## config.mk

```make
export PLATFORM = sky130hd
export DESIGN_NAME = fourteen_bit_pwm_rate_mult
export DESIGN_NICKNAME = d
export VERILOG_FILES = /design/src/include/pwm14_pkg.sv /design/src/include/pwm14_if.sv /design/src/core/modulation_timer.sv /design/src/core/rate_mult_decoder.sv /design/src/core/fourteen_bit_pwm_rate_mult.sv
export SDC_FILE = /design/constraint.sdc
export NUM_CORES = 1
export LEC_CHECK = 0
export BUFFER_PORTS_ARGS = -buffer_cell sky130_fd_sc_hd__buf_2
export CORE_MARGIN = 4
export CORE_UTILIZATION = 50
export CTS_CLUSTER_SIZE = 16
export DETAILED_ROUTE_END_ITERATION = 8
export PLACE_DENSITY = 0.78
export SETUP_SLACK_MARGIN = 0.02
export SLEW_MARGIN = 15
export SYNTH_ARGS = -nofsm -noshare
export SYNTH_HDL_FRONTEND = slang
export SYNTH_SLANG_ARGS = --single-unit
export TNS_END_PERCENT = 20
```

## constraint.sdc

```tcl
create_clock -name clk_sys_i -period 1.7 [get_ports clk_sys_i]
set_input_delay 0.34 -clock clk_sys_i [delete_from_list [all_inputs] [get_ports clk_sys_i]]
set_output_delay 0.34 -clock clk_sys_i [all_outputs]
set_load 0.01 [all_outputs]
```

## src/include/pwm14_pkg.sv

```systemverilog
package pwm14_pkg;

  // ---------------------------------------------------------------
  // Widths
  // ---------------------------------------------------------------
  localparam int unsigned ADDR_W   = 16;
  localparam int unsigned DATA_W   = 8;
  localparam int unsigned COARSE_W = 8;
  localparam int unsigned FINE_W   = 6;
  localparam int unsigned COUNT_W  = 8;
  localparam int unsigned FRAME_W  = 6;

  // ---------------------------------------------------------------
  // Register addresses on the CPU bus
  // ---------------------------------------------------------------
  localparam logic [ADDR_W-1:0] RATE_MULT_ADDR   = 16'h0035;
  localparam logic [ADDR_W-1:0] COARSE_DUTY_ADDR = 16'h0036;

  // ---------------------------------------------------------------
  // Reset values and timing
  // ---------------------------------------------------------------
  localparam logic [COARSE_W-1:0] COARSE_RESET = 8'h00;
  localparam logic [FINE_W-1:0]   FINE_RESET   = 6'h00;
  localparam logic [DATA_W-1:0]   READ_ZERO    = 8'h00;
  localparam logic [COUNT_W-1:0]  COUNT_RESET  = 8'h00;
  localparam logic [FRAME_W-1:0]  FRAME_RESET  = 6'h00;
  // 256 clocks per modulation cycle, 64 cycles per frame
  localparam logic [COUNT_W-1:0]  CYCLE_LAST   = 8'hFF;
  localparam logic [FRAME_W-1:0]  FRAME_LAST   = 6'h3F;
  localparam logic [COUNT_W-1:0]  COUNT_STEP   = 8'h01;
  localparam logic [FRAME_W-1:0]  FRAME_STEP   = 6'h01;
  localparam logic [FRAME_W-1:0]  FRAME_ONE    = 6'h01;

endpackage : pwm14_pkg

```

## src/include/pwm14_if.sv

```systemverilog
`timescale 1ns/100ps

// Shared timing and fine-value signals between the channel pieces
interface pwm14_if;
  import pwm14_pkg::*;

  logic [COUNT_W-1:0] cycle_count;
  logic               cycle_end;
  logic [FRAME_W-1:0] frame_index;
  logic [FINE_W-1:0]  fine_active;
  logic               fine_pulse;

  modport timer   (output cycle_count, output cycle_end, output frame_index);
  modport decoder (input frame_index, input cycle_end, input fine_active, output fine_pulse);
  modport ctrl    (input cycle_count, input cycle_end, input fine_pulse, output fine_active);
endinterface : pwm14_if

```

## src/core/modulation_timer.sv

```systemverilog
`timescale 1ns/100ps

module modulation_timer
  import pwm14_pkg::*;
(
  input  wire logic clk_sys_i,
  input  wire logic rstn_i,
  pwm14_if.timer    tim
);

  // ---------------------------------------------------------------
  // Clock position within the 256-clock modulation cycle
  // ---------------------------------------------------------------
  logic [COUNT_W-1:0] count;
  logic [FRAME_W-1:0] frame;

  // RL3 cycle counter wraps
  always_ff @(posedge clk_sys_i or negedge rstn_i) begin
    if (!rstn_i) begin
      count <= COUNT_RESET;
    end else begin
      count <= count + COUNT_STEP; // Natural wrap at 8 bits restarts each cycle
    end
  end

  // RL11 frame counter advances per cycle
  always_ff @(posedge clk_sys_i or negedge rstn_i) begin
    if (!rstn_i) begin
      frame <= FRAME_RESET;
    end else if (count == CYCLE_LAST) begin
      frame <= frame + FRAME_STEP; // Wraps continuously at 64
    end
  end

  // Timing outputs
  assign tim.cycle_count = count;
  assign tim.cycle_end   = (count == CYCLE_LAST);
  assign tim.frame_index = frame;

endmodule : modulation_timer

```

## src/core/rate_mult_decoder.sv

```systemverilog
`timescale 1ns/100ps

module rate_mult_decoder
  import pwm14_pkg::*;
(
  pwm14_if.decoder dec
);

  // ---------------------------------------------------------------
  // Slot selection: bit k owns cycles whose low 6-k bits equal 2^(5-k)
  // ---------------------------------------------------------------
  logic [FINE_W-1:0] slot_hit;

  // RL5 frame slot decode
  for (genvar k = 0; k < FINE_W; k++) begin : g_slot
    localparam logic [FRAME_W-1:0] PATT = FRAME_ONE << (FINE_W - 1 - k);
    localparam logic [FRAME_W-1:0] MASK = (FRAME_ONE << (FINE_W - k)) - FRAME_ONE;
    assign slot_hit[k] = ((dec.frame_index & MASK) == PATT);
  end

  // RL4 one-clock pulse at cycle end
  // Slots never overlap, so at most one pulse lands in any cycle
  assign dec.fine_pulse = dec.cycle_end & (|(dec.fine_active & slot_hit));

endmodule : rate_mult_decoder

```

## src/core/fourteen_bit_pwm_rate_mult.sv

```systemverilog
`timescale 1ns/100ps

// Behaviour
// RL1 - Output is the OR of coarse waveform and multiplier pulses, CPU clocked.
// RL2 - Coarse high for M clocks per cycle; zero low, 255 gives 255/256.
// RL3 - Modulation cycle is 256 clocks, coarse count restarts each cycle.
// RL4 - Multiplier value N inserts N one-clock pulses across 64 cycles.
// RL5 - Bit k of N owns fixed evenly spaced cycles in the frame.
// RL6 - Average duty is (M + N/64)/256, repeating every 64 cycles.
// RL7 - Writing the multiplier address only loads a holding buffer.
// RL8 - Coarse write moves both values to active at next cycle start.
// RL9 - Software writes multiplier first, then coarse, to avoid glitches.
// RL10 - Fine value in bits 5..0, coarse holds high byte; both reset zero.
// RL11 - Multiplier bits 7..6 read zero; frame counter advances each cycle.
module fourteen_bit_pwm_rate_mult
  import pwm14_pkg::*;
(
  input  wire logic              clk_sys_i,
  input  wire logic              rstn_i,
  input  wire logic [ADDR_W-1:0] addr_i,
  input  wire logic              wr_en_i,
  input  wire logic              rd_en_i,
  input  wire logic [DATA_W-1:0] wdata_i,
  output logic      [DATA_W-1:0] rdata_o,
  output logic                   pwm_o,
  output logic                   pwm_pad_oe_o
);

  // ---------------------------------------------------------------
  // Address decode
  // ---------------------------------------------------------------
  function automatic logic addr_hit(input logic [ADDR_W-1:0] a, input logic [ADDR_W-1:0] reg_addr);
    addr_hit = (a == reg_addr);
  endfunction : addr_hit

  logic wr_fine;
  logic wr_coarse;

  // Write strobes per register
  assign wr_fine   = wr_en_i & addr_hit(addr_i, RATE_MULT_ADDR);
  assign wr_coarse = wr_en_i & addr_hit(addr_i, COARSE_DUTY_ADDR);

  // ---------------------------------------------------------------
  // Channel pieces
  // ---------------------------------------------------------------
  pwm14_if chan ();

  modulation_timer u_timer (
    .clk_sys_i (clk_sys_i),
    .rstn_i    (rstn_i),
    .tim       (chan.timer)
  );

  rate_mult_decoder u_decoder (
    .dec (chan.decoder)
  );

  // ---------------------------------------------------------------
  // Software-visible registers
  // ---------------------------------------------------------------
  logic [FINE_W-1:0]   rate_multiplier;    // Holding buffer for fine value
  logic [COARSE_W-1:0] coarse_duty;        // Last coarse value written
  logic [FINE_W-1:0]   staged_fine;        // Fine value captured with coarse write
  logic [FINE_W-1:0]   fine_active;
  logic [COARSE_W-1:0] coarse_active;

  // RL7 buffer only, output untouched
  // RL10 fine field bits 5..0
  // RL11 upper bits ignored
  always_ff @(posedge clk_sys_i or negedge rstn_i) begin
    if (!rstn_i) begin
      rate_multiplier <= FINE_RESET;
    end else if (wr_fine) begin
      rate_multiplier <= wdata_i[FINE_W-1:0];
    end
  end

  // RL8 capture full pair together
  // Pairing the buffer here is what makes the write order matter
  always_ff @(posedge clk_sys_i or negedge rstn_i) begin
    if (!rstn_i) begin
      coarse_duty <= COARSE_RESET;
      staged_fine <= FINE_RESET;
    end else if (wr_coarse) begin
      coarse_duty <= wdata_i;
      staged_fine <= rate_multiplier;
    end
  end

  // RL8 apply at cycle start
  // A write on the boundary clock lands one cycle later, never half applied
  always_ff @(posedge clk_sys_i or negedge rstn_i) begin
    if (!rstn_i) begin
      coarse_active <= COARSE_RESET;
      fine_active   <= FINE_RESET;
    end else if (chan.cycle_end) begin
      coarse_active <= coarse_duty;
      fine_active   <= staged_fine;
    end
  end

  assign chan.fine_active = fine_active;

  // ---------------------------------------------------------------
  // Read port
  // ---------------------------------------------------------------
  // RL11 unused bits read zero
  always_ff @(posedge clk_sys_i or negedge rstn_i) begin
    if (!rstn_i) begin
      rdata_o <= READ_ZERO;
    end else if (rd_en_i) begin
      if (addr_hit(addr_i, RATE_MULT_ADDR)) begin
        rdata_o <= {{(DATA_W-FINE_W){1'b0}}, rate_multiplier};
      end else if (addr_hit(addr_i, COARSE_DUTY_ADDR)) begin
        rdata_o <= coarse_duty;
      end else begin
        rdata_o <= READ_ZERO; // Unmapped reads give zero
      end
    end
  end

  // ---------------------------------------------------------------
  // Output waveform
  // ---------------------------------------------------------------
  logic coarse_level;

  // RL2 high for M clocks
  // Strict compare means 255 tops out at 255/256; only a fine pulse fills the last clock
  assign coarse_level = (chan.cycle_count < coarse_active);

  // RL1 OR of both waveforms
  // RL6 average duty follows
  always_ff @(posedge clk_sys_i or negedge rstn_i) begin
    if (!rstn_i) begin
      pwm_o        <= 1'b0;
      pwm_pad_oe_o <= 1'b1;
    end else begin
      pwm_o        <= coarse_level | chan.fine_pulse;
      pwm_pad_oe_o <= ~(coarse_level | chan.fine_pulse); // Open drain pulls low while output low
    end
  end

endmodule : fourteen_bit_pwm_rate_mult

```

* Word-level counts from Yosys, hierarchy flattened
Index checks and enable logic that the tools add are counted.
W data, S select, Z words.
** Word-level totals
- Register bits after elaboration :: 58
- Word-level logic and storage cells :: 30
- Bits of input ports :: 28
- Output and inout port bits :: 10
** Operators by class
- Equality and inequality tests :: 8
- Add/subtract/negate cells :: 2
- Reductions and logical operators :: 1
- Multiplexer cells :: 2
- Bitwise operators :: 6
- $lt $le $gt $ge :: 1
** Operators by type and width (count)
- $eq A16 B6 Y1 const B :: 2
- $mux W8 :: 2
- $add A8 B1 Y8 const B :: 1
- $eq A8 B8 Y1 const B :: 1
- $lt A8 B8 Y1 :: 1
- $add A6 B1 Y6 const B :: 1
- $and A6 B6 Y6 :: 1
- $eq A6 B6 Y1 const B :: 1
- $reduce_or A6 Y1 :: 1
- $eq A5 B5 Y1 const B :: 1
- $eq A4 B4 Y1 const B :: 1
- $and A1 B1 Y1 :: 3
- $eq A3 B3 Y1 const B :: 1
- $eq A2 B2 Y1 const B :: 1
- $not A1 Y1 :: 1
- $or A1 B1 Y1 :: 1

* Depth between registers and ports, before layout
Gate-level depths: netlist of the first run.
- Depth after elaboration :: 6
- Mapped depth :: 6

* Cells and area by module
Synthesis of the first run repeated with hierarchy kept, for this count alone.
** Unflattened totals
- Cells, all modules :: 212
- Area total of the unflattened synthesis :: 2621.3 µm²
** Modules (own cells, without submodules)
- fourteen_bit_pwm_rate_mult :: cells an instance 155, area each 1959.4 µm², times used 1
- modulation_timer :: cells an instance 47, area each 596.8 µm², times used 1
- rate_mult_decoder :: cells an instance 10, area each 65.1 µm², times used 1

* Worst setup path before layout of the first run
Ideal clock, no wire load.
- Kind :: input to register
- From :: in addr_i[10]
- To :: reg coarse_duty[0]
- Library setup time :: 0.125 ns
- Stages :: 5
- Arrival :: 1.467 ns
- Path slack :: 0.108 ns
- Buffers on the path :: 1
- Data required time :: 1.575 ns
- Cell sequence :: nor4_4 > nand4_4 > nor2_8 > buf_12 > mux2_4
** On the way
- Cells in the longest elaborated chain, start to end :: 2
** Ends and longest elaborated chain
- start: declaration :: line fourteen_bit_pwm_rate_mult.sv:20 : input wire logic [ADDR_W-1:0] addr_i,
- $eq A16 B6 Y1 :: line fourteen_bit_pwm_rate_mult.sv:33 : addr_hit = (a == reg_addr);
- $and A1 B1 Y1 :: line fourteen_bit_pwm_rate_mult.sv:41 : assign wr_coarse = wr_en_i & addr_hit(addr_i, COARSE_DUTY_ADDR);
- end signal: assignment :: line fourteen_bit_pwm_rate_mult.sv:85 : coarse_duty <= wdata_i;
- end: declaration :: line fourteen_bit_pwm_rate_mult.sv:62 : logic [COARSE_W-1:0] coarse_duty;
Every way passes these cells.
A chain may end at the register's enable or synchronous reset.

* Worst setup path in the final report of the first run
- From :: reg u_timer.count[2], in the netlist u_timer.tim.cycle_count[2]
- To :: reg fine_active[3], in the netlist chan.fine_active[3]
** On the way
- Cells in the longest elaborated chain, start to end :: 1
** Ends and longest elaborated chain
- start: declaration :: line modulation_timer.sv:14 : logic [COUNT_W-1:0] count;
- start signal: assignment :: line modulation_timer.sv:22 : count <= count + COUNT_STEP;
- $eq A8 B8 Y1 :: line modulation_timer.sv:37 : assign tim.cycle_end = (count == CYCLE_LAST);
- end signal: assignment :: line fourteen_bit_pwm_rate_mult.sv:98 : fine_active <= staged_fine;
- end: declaration :: line fourteen_bit_pwm_rate_mult.sv:64 : logic [FINE_W-1:0] fine_active;
Every way passes these cells.

==> flow_summary.json, run 1 <==
{
  "overflow": 0,
  "swShare": 0.215,
  "p_total_mw": 2.76,
  "hold_class": "in2reg",
  "synthSimpleGateAreaFrac": 0.131,
  "fin_setup_tns_ns": 0,
  "grt_pass1_vias": 1791,
  "hold_viol_final": 0,
  "insertion_delay_ns": 0.33,
  "ios": 38,
  "cts_buffers": 9,
  "rows": 26,
  "p_leak_nw": 1.61,
  "period_share": 0.912,
  "postCtsResizedCells": 0,
  "end_kind": "register",
  "clock.fmax_mhz": 645,
  "wl_per_cell_um": 14.4,
  "cp.arrival_ns": 1.77,
  "clkTransAtPathRegs_ns": 0.06,
  "first_iter_violations": 53,
  "cpPeakStageDelay_ns": 0.40,
  "grt_max_degree": 44,
  "n_antenna_cell": 0,
  "syn-num-nets": 247,
  "setup_viol": 0,
  "syn_area_um2": 2680,
  "syn-mean-instance-area_um2": 12.9,
  "slowest_stage": "dfrtp_1",
  "final_cell_mix": "dfrtp_1 (57), buf_2 (37), nand2_1 (18)",
  "clkSinkCount": 58,
  "vias": 1704,
  "ctsHtreeMaxLevel": 3,
  "yosys_register_bits": 58,
  "numPortBuffers": 37,
  "fin_cells": 335,
  "final_common_cell": "dfrtp_1",
  "gp_congestion": 0.789,
  "grtUsageTotal": 0.170,
  "synth_xor_area_frac": 0.0359,
  "grt_pass1_wl_um": 8350,
  "critPathMaxFanout": 31,
  "tightestPinTransition_ns": 0.395,
  "peakVddDrop_mv": 0.566,
  "ys_types": 41,
  "fin_skew_ns": 0.00594,
  "seqPwrFrac": 0.500,
  "layout_min_cycle_time_ns": 1.55,
  "ff2ff_path_depth": 4,
  "placed_area_um2": 3000,
  "ys_seq_area_frac": 0.541,
  "combinationalPowerShare": 0.034,
  "synthAdderAreaFrac": 0.0513,
  "die_h_um": 81.3,
  "pwr-share-clk": 0.466,
  "drive_gt1_frac": 0.362,
  "final_core_util": 0.625,
  "fin_area_um2": 3210,
  "cts_tree": "yes",
  "ys_warn_count": 0,
  "rsz0062_at_grt": "false",
  "syn_inst": 208,
  "die_area_um2": 6600,
  "setup_ws_ns": 0.149,
  "clockBufferDepth": 2,
  "status": "finished, final reports clean",
  "synth_compound_area_frac": 0.0844,
  "synth_mux_area_frac": 0.123,
  "drv_slew": 0,
  "cts_root_buf": "clkbuf_8",
  "vias_per_cell": 5.09,
  "path_cells": "and2_1, and4_1, buf_12, mux2_2",
  "coreArea_um2": 5140,
  "worstSetupStartpointType": "register",
  "drc_errors": 0,
  "post-place-ws_ns": -0.109,
  "wl_um": 4820,
  "antenna_found_initial": 0,
  "whs_path_depth": 2,
  "post_cts_buffers": 0,
  "dp_cells": 318,
  "drtPass1Iterations": 4,
  "start_util": 0.522,
  "p_per_area_nw_per_um2": 859,
  "synth_top_family_by_area": "simple AND/OR/NAND/NOR gates",
  "power_switching_uw": 594,
  "relSlewSlack": 0.736,
  "synthToLayoutAreaGrowth_pct": 19.8,
  "die_w_um": 81.3,
  "cap_violations": 0,
  "intPower_mw": 2.17,
  "critPathKind": "reg2reg",
  "nets": 299,
  "hpwl_um": 3590,
  "antenna_left": 0,
  "whs_ns": 0.247,
  "worstPathRequired_ns": 1.92
}
## final timing paths
| kind | start | end | slack (ns) |
|---|---|---|---|
| min in group asynchronous | rstn_i | u_timer.tim.cycle_count[7] | 0.45 |
| max in group asynchronous | rstn_i | chan.fine_active[1] | 0.72 |
| worst max-delay path | u_timer.tim.cycle_count[2] | chan.fine_active[3] | 0.15 |
| worst max register to register | u_timer.tim.cycle_count[2] | chan.fine_active[3] | 0.15 |
| worst min-delay path | wdata_i[7] | coarse_duty[7] | 0.25 |
| worst min register to register | u_timer.tim.frame_index[5] | u_timer.tim.frame_index[5] | 0.51 |
## critical path, delay by kind of cell (launching register included)
kind | cells | cell delay (ns)
buffers and inverters | 1 | 0.19
AND/OR/NAND/NOR | 2 | 0.48
multiplexers | 1 | 0.35
flip-flops | 1 | 0.40
## logic make-up (layout without fill, tap and decap cells)
kind of cell	Yosys count	after routing
flip-flops	58	58
AND/OR/NAND/NOR	52	52
AO/OA/AOI/OAI	32	32
multiplexers	26	26
buffers and inverters	18	75
adder cells (fa/ha/maj)	11	11
XOR/XNOR	11	11
## per-layer routing
layer,part of all wire,wire (um),vias to the layer above,global-route usage
li1,-,-,842,-
met1,0.47,2280,826,0.224
met2,0.48,2300,28,0.260
met3,0.036,175,8,0.0532
met4,0.013,61,0,0.0709
met5,0,0,-,0
## cell usage after synthesis
cell       number  area [um2]
a211o_1         1        8.76
a211oi_1        1        7.51
a21o_1          6        45.0
a21oi_1         2        10.0
a221o_1         1        10.0
a22o_1          2        17.5
a22oi_1         1        7.51
a2bb2oi_1       1        8.76
and2_1          1        6.26
and3_1          2        12.5
and4_1          1        8.76
and4b_2         1        11.3
buf_12          1        20.0
buf_2           2        10.0
buf_4           1        7.51
clkbuf_1        1        3.75
dfrtp_1        57        1430
dfstp_2         1        26.3
ha_1           11         138
inv_1          13        48.8
mux2_2         16         180
mux2_4         10         150
nand2_1        18        67.6
nand2b_1        4        25.0
nand3_1         4        20.0
nand3b_1        1        7.51
nand4_1         7        43.8
nand4_2         1        12.5
nand4_4         1        21.3
nor2_1          2        7.51
nor2_2          1        6.26
nor2_4          1        11.3
nor2_8          1        20.0
nor2b_1         1        6.26
nor3_1          1        5.00
nor3b_1         2        15.0
nor4_4          2        42.5
o21ai_0        10        50.1
o2bb2ai_1       7        61.3
xnor2_1        10        87.6
xor2_1          1        8.76
## sequential cells by signal, indices dropped and copies added, names as in the netlist
register	cells
u_timer.tim.frame_index	6
rate_multiplier	6
chan.fine_active	6
staged_fine	6
pwm_pad_oe_o	1
rdata_o	8
u_timer.tim.cycle_count	8
pwm_o	1
coarse_active	8
coarse_duty	8
## power groups by stage
stage          Sequential (mW)  Combinational [mW]  Clock [mW]
6_report                  1.38              0.0944        1.29
3_3_place_gp              1.41              0.0924           0
5_1_grt                   1.38               0.106        1.37
3_5_place_dp              1.41              0.0948           0
2_1_floorplan             1.41              0.0171           0
4_1_cts                   1.38              0.0971        1.31
## cell type report
| class | instances | area, um2 |
|---|---|---|
| tap | 70 | 87.6 |
| timing repair buffer | 46 | 280 |
| sequential | 58 | 1450 |
| clock buffer | 11 | 151 |
| multi-input combinational | 132 | 1140 |
| fill | 398 | 1930 |
| inverter | 13 | 48.8 |
| clock inverter | 5 | 52.6 |
## repair_timing
item | in CTS | in global routing
hold buffers | 1 | 0
hold endpoints to repair | 14 | 0
endpoints found under the setup margin | 0 | 0
No activity file was read; power rests on OpenSTA's default activity.
==> run 2, diff against run 1 <==
Settings changed: CORE_UTILIZATION 50 to 56, PLACE_DENSITY 0.78 to 0.85, SLEW_MARGIN 15 to default.
==> flow_summary.json, run 2 (synthesis gave the netlist of run 1 again) <==
{
  "final_common_cell": "dfrtp_1",
  "rr_endpoint": "pwm_o",
  "seqPwrFrac": 0.430,
  "vias_per_cell": 5.58,
  "ff_latch_area_um2": 1450,
  "setup_viol": 0,
  "grt_pass1_wl_um": 8890,
  "multi_input_area_um2": 1140,
  "clkTransAtPathRegs_ns": 0.07,
  "cts_root_buf": "clkbuf_8",
  "drive_gt1_frac": 0.362,
  "grt_max_degree": 59,
  "critPathMaxFanout": 3,
  "start_util": 0.596,
  "worstPathRequired_ns": 1.96,
  "cts_tree": "yes",
  "nets": 299,
  "wl_per_cell_um": 16.6,
  "grt_pass1_vias": 1899,
  "r2r_start": "u_timer.tim.cycle_count[6]",
  "relSlewSlack": 0.723,
  "fin_setup_tns_ns": 0,
  "coreArea_um2": 4500,
  "ctsHtreeMaxLevel": 3,
  "p_leak_nw": 1.65,
  "p_per_area_nw_per_um2": 984,
  "die_area_um2": 5960,
  "clockBufferDepth": 2,
  "vias": 1770,
  "peakVddDrop_mv": 0.770,
  "final_core_util": 0.724,
  "intPower_mw": 2.59,
  "post_cts_buffers": 0,
  "final_cell_mix": "dfrtp_1 (57), buf_2 (37), nand2_1 (18)",
  "slowest_stage": "dfrtp_1",
  "ff2ff_path_depth": 5,
  "hold_class": "in2reg",
  "startpoint": "u_timer.tim.cycle_count[6]",
  "swShare": 0.195,
  "rsz0062_at_grt": "false",
  "path_cells": "ha_1, a21oi_1, nand2_1, a211o_1, o2bb2ai_1",
  "cap_violations": 0,
  "critPathKind": "reg2reg",
  "end_kind": "register",
  "fin_skew_ns": 0.00984,
  "tightestPinTransition_ns": 0.414,
  "cts_buffers": 9,
  "n_antenna_cell": 0,
  "whs_path_depth": 2,
  "postCtsResizedCells": 0,
  "die_w_um": 77.2,
  "ios": 38,
  "clkSinkCount": 58,
  "grtUsageTotal": 0.194,
  "p_total_mw": 3.21,
  "antenna_found_initial": 0,
  "cp.arrival_ns": 1.85,
  "hold_viol_final": 0,
  "drv_slew": 0,
  "drtPass1Iterations": 4,
  "hpwl_um": 3660,
  "antenna_left": 0,
  "worstSetupStartpointType": "register",
  "overflow": 0,
  "hold_start": "wdata_i[6]",
  "r2r_setup_slack_ns": 0.11,
  "synthToLayoutAreaGrowth_pct": 21.6,
  "n_fill_cell": 306,
  "rows": 24,
  "cts_hold_buf": 1,
  "status": "finished, final reports clean",
  "gp_congestion": 0.763,
  "numPortBuffers": 37,
  "holdPathEnd": "coarse_duty[6]",
  "drc_errors": 0,
  "first_iter_violations": 70,
  "combinationalPowerShare": 0.030,
  "fin_area_um2": 3260,
  "wl_um": 5280,
  "insertion_delay_ns": 0.34,
  "layout_min_cycle_time_ns": 1.59,
  "power_switching_uw": 624,
  "placed_area_um2": 2980,
  "die_h_um": 77.2,
  "cpPeakStageDelay_ns": 0.41,
  "pwr-share-clk": 0.540,
  "clock.fmax_mhz": 628,
  "period_share": 0.937,
  "whs_ns": 0.245
}
run 2: how the worst max path moves through the flow:
stage / end / slack, ns
2_1_floorplan: coarse_duty[0] / 0.11
3_3_place_gp: staged_fine[1] / -0.07
3_5_place_dp: coarse_duty[7] / -0.14
4_1_cts: pwm_o / 0.1
5_1_grt: pwm_o / 0.04
6_report: pwm_o / 0.11
run 2: power groups by stage:
| stage | Clock (mW) | Combinational [mW] | Sequential [mW] |
|---|---|---|---|
| after floorplan | 0 | 0.0171 | 1.41 |
| final | 1.73 | 0.0973 | 1.38 |
| after CTS | 1.75 | 0.0988 | 1.38 |
| after detailed placement | 0 | 0.0958 | 1.41 |
| after global routing | 1.82 | 0.107 | 1.38 |
| after global placement | 0 | 0.0927 | 1.41 |
run 2: critical path: cells and delay by family (launching register included):
kind / cells / cell delay (ns)
adders and majority gates: 1 / 0.34
and+or+nand+nor: 1 / 0.09
DFF: 1 / 0.41
AOI/OAI and AO/OA: 3 / 0.68
run 2: cell type report:
class,instances,share of cell area
Multi-Input combinational cell,132,0.350
Clock inverter,6,0.0422
Inverter,13,0.0150
Sequential cell,58,0.445
Tap cell,52,0.0199
Timing Repair Buffer,46,0.0859
Clock buffer,10,0.0422
run 2: layer usage:
layer / vias to the layer above / global-route usage / wire length (um)
li1: 841 / - / -
met1: 872 / 0.235 / 2310
met2: 46 / 0.321 / 2640
met3: 11 / 0.0457 / 207
met4: 0 / 0.101 / 117
met5: - / 0 / 0
run 2: per-stage QoR:
step | std cells | setup slack, ns
after global placement | 300 | -0.0712
after detailed placement | 300 | -0.139
after global routing | 317 | 0.0403
after floorplan | 208 | 0.108
final | 317 | 0.107
after CTS | 317 | 0.0982
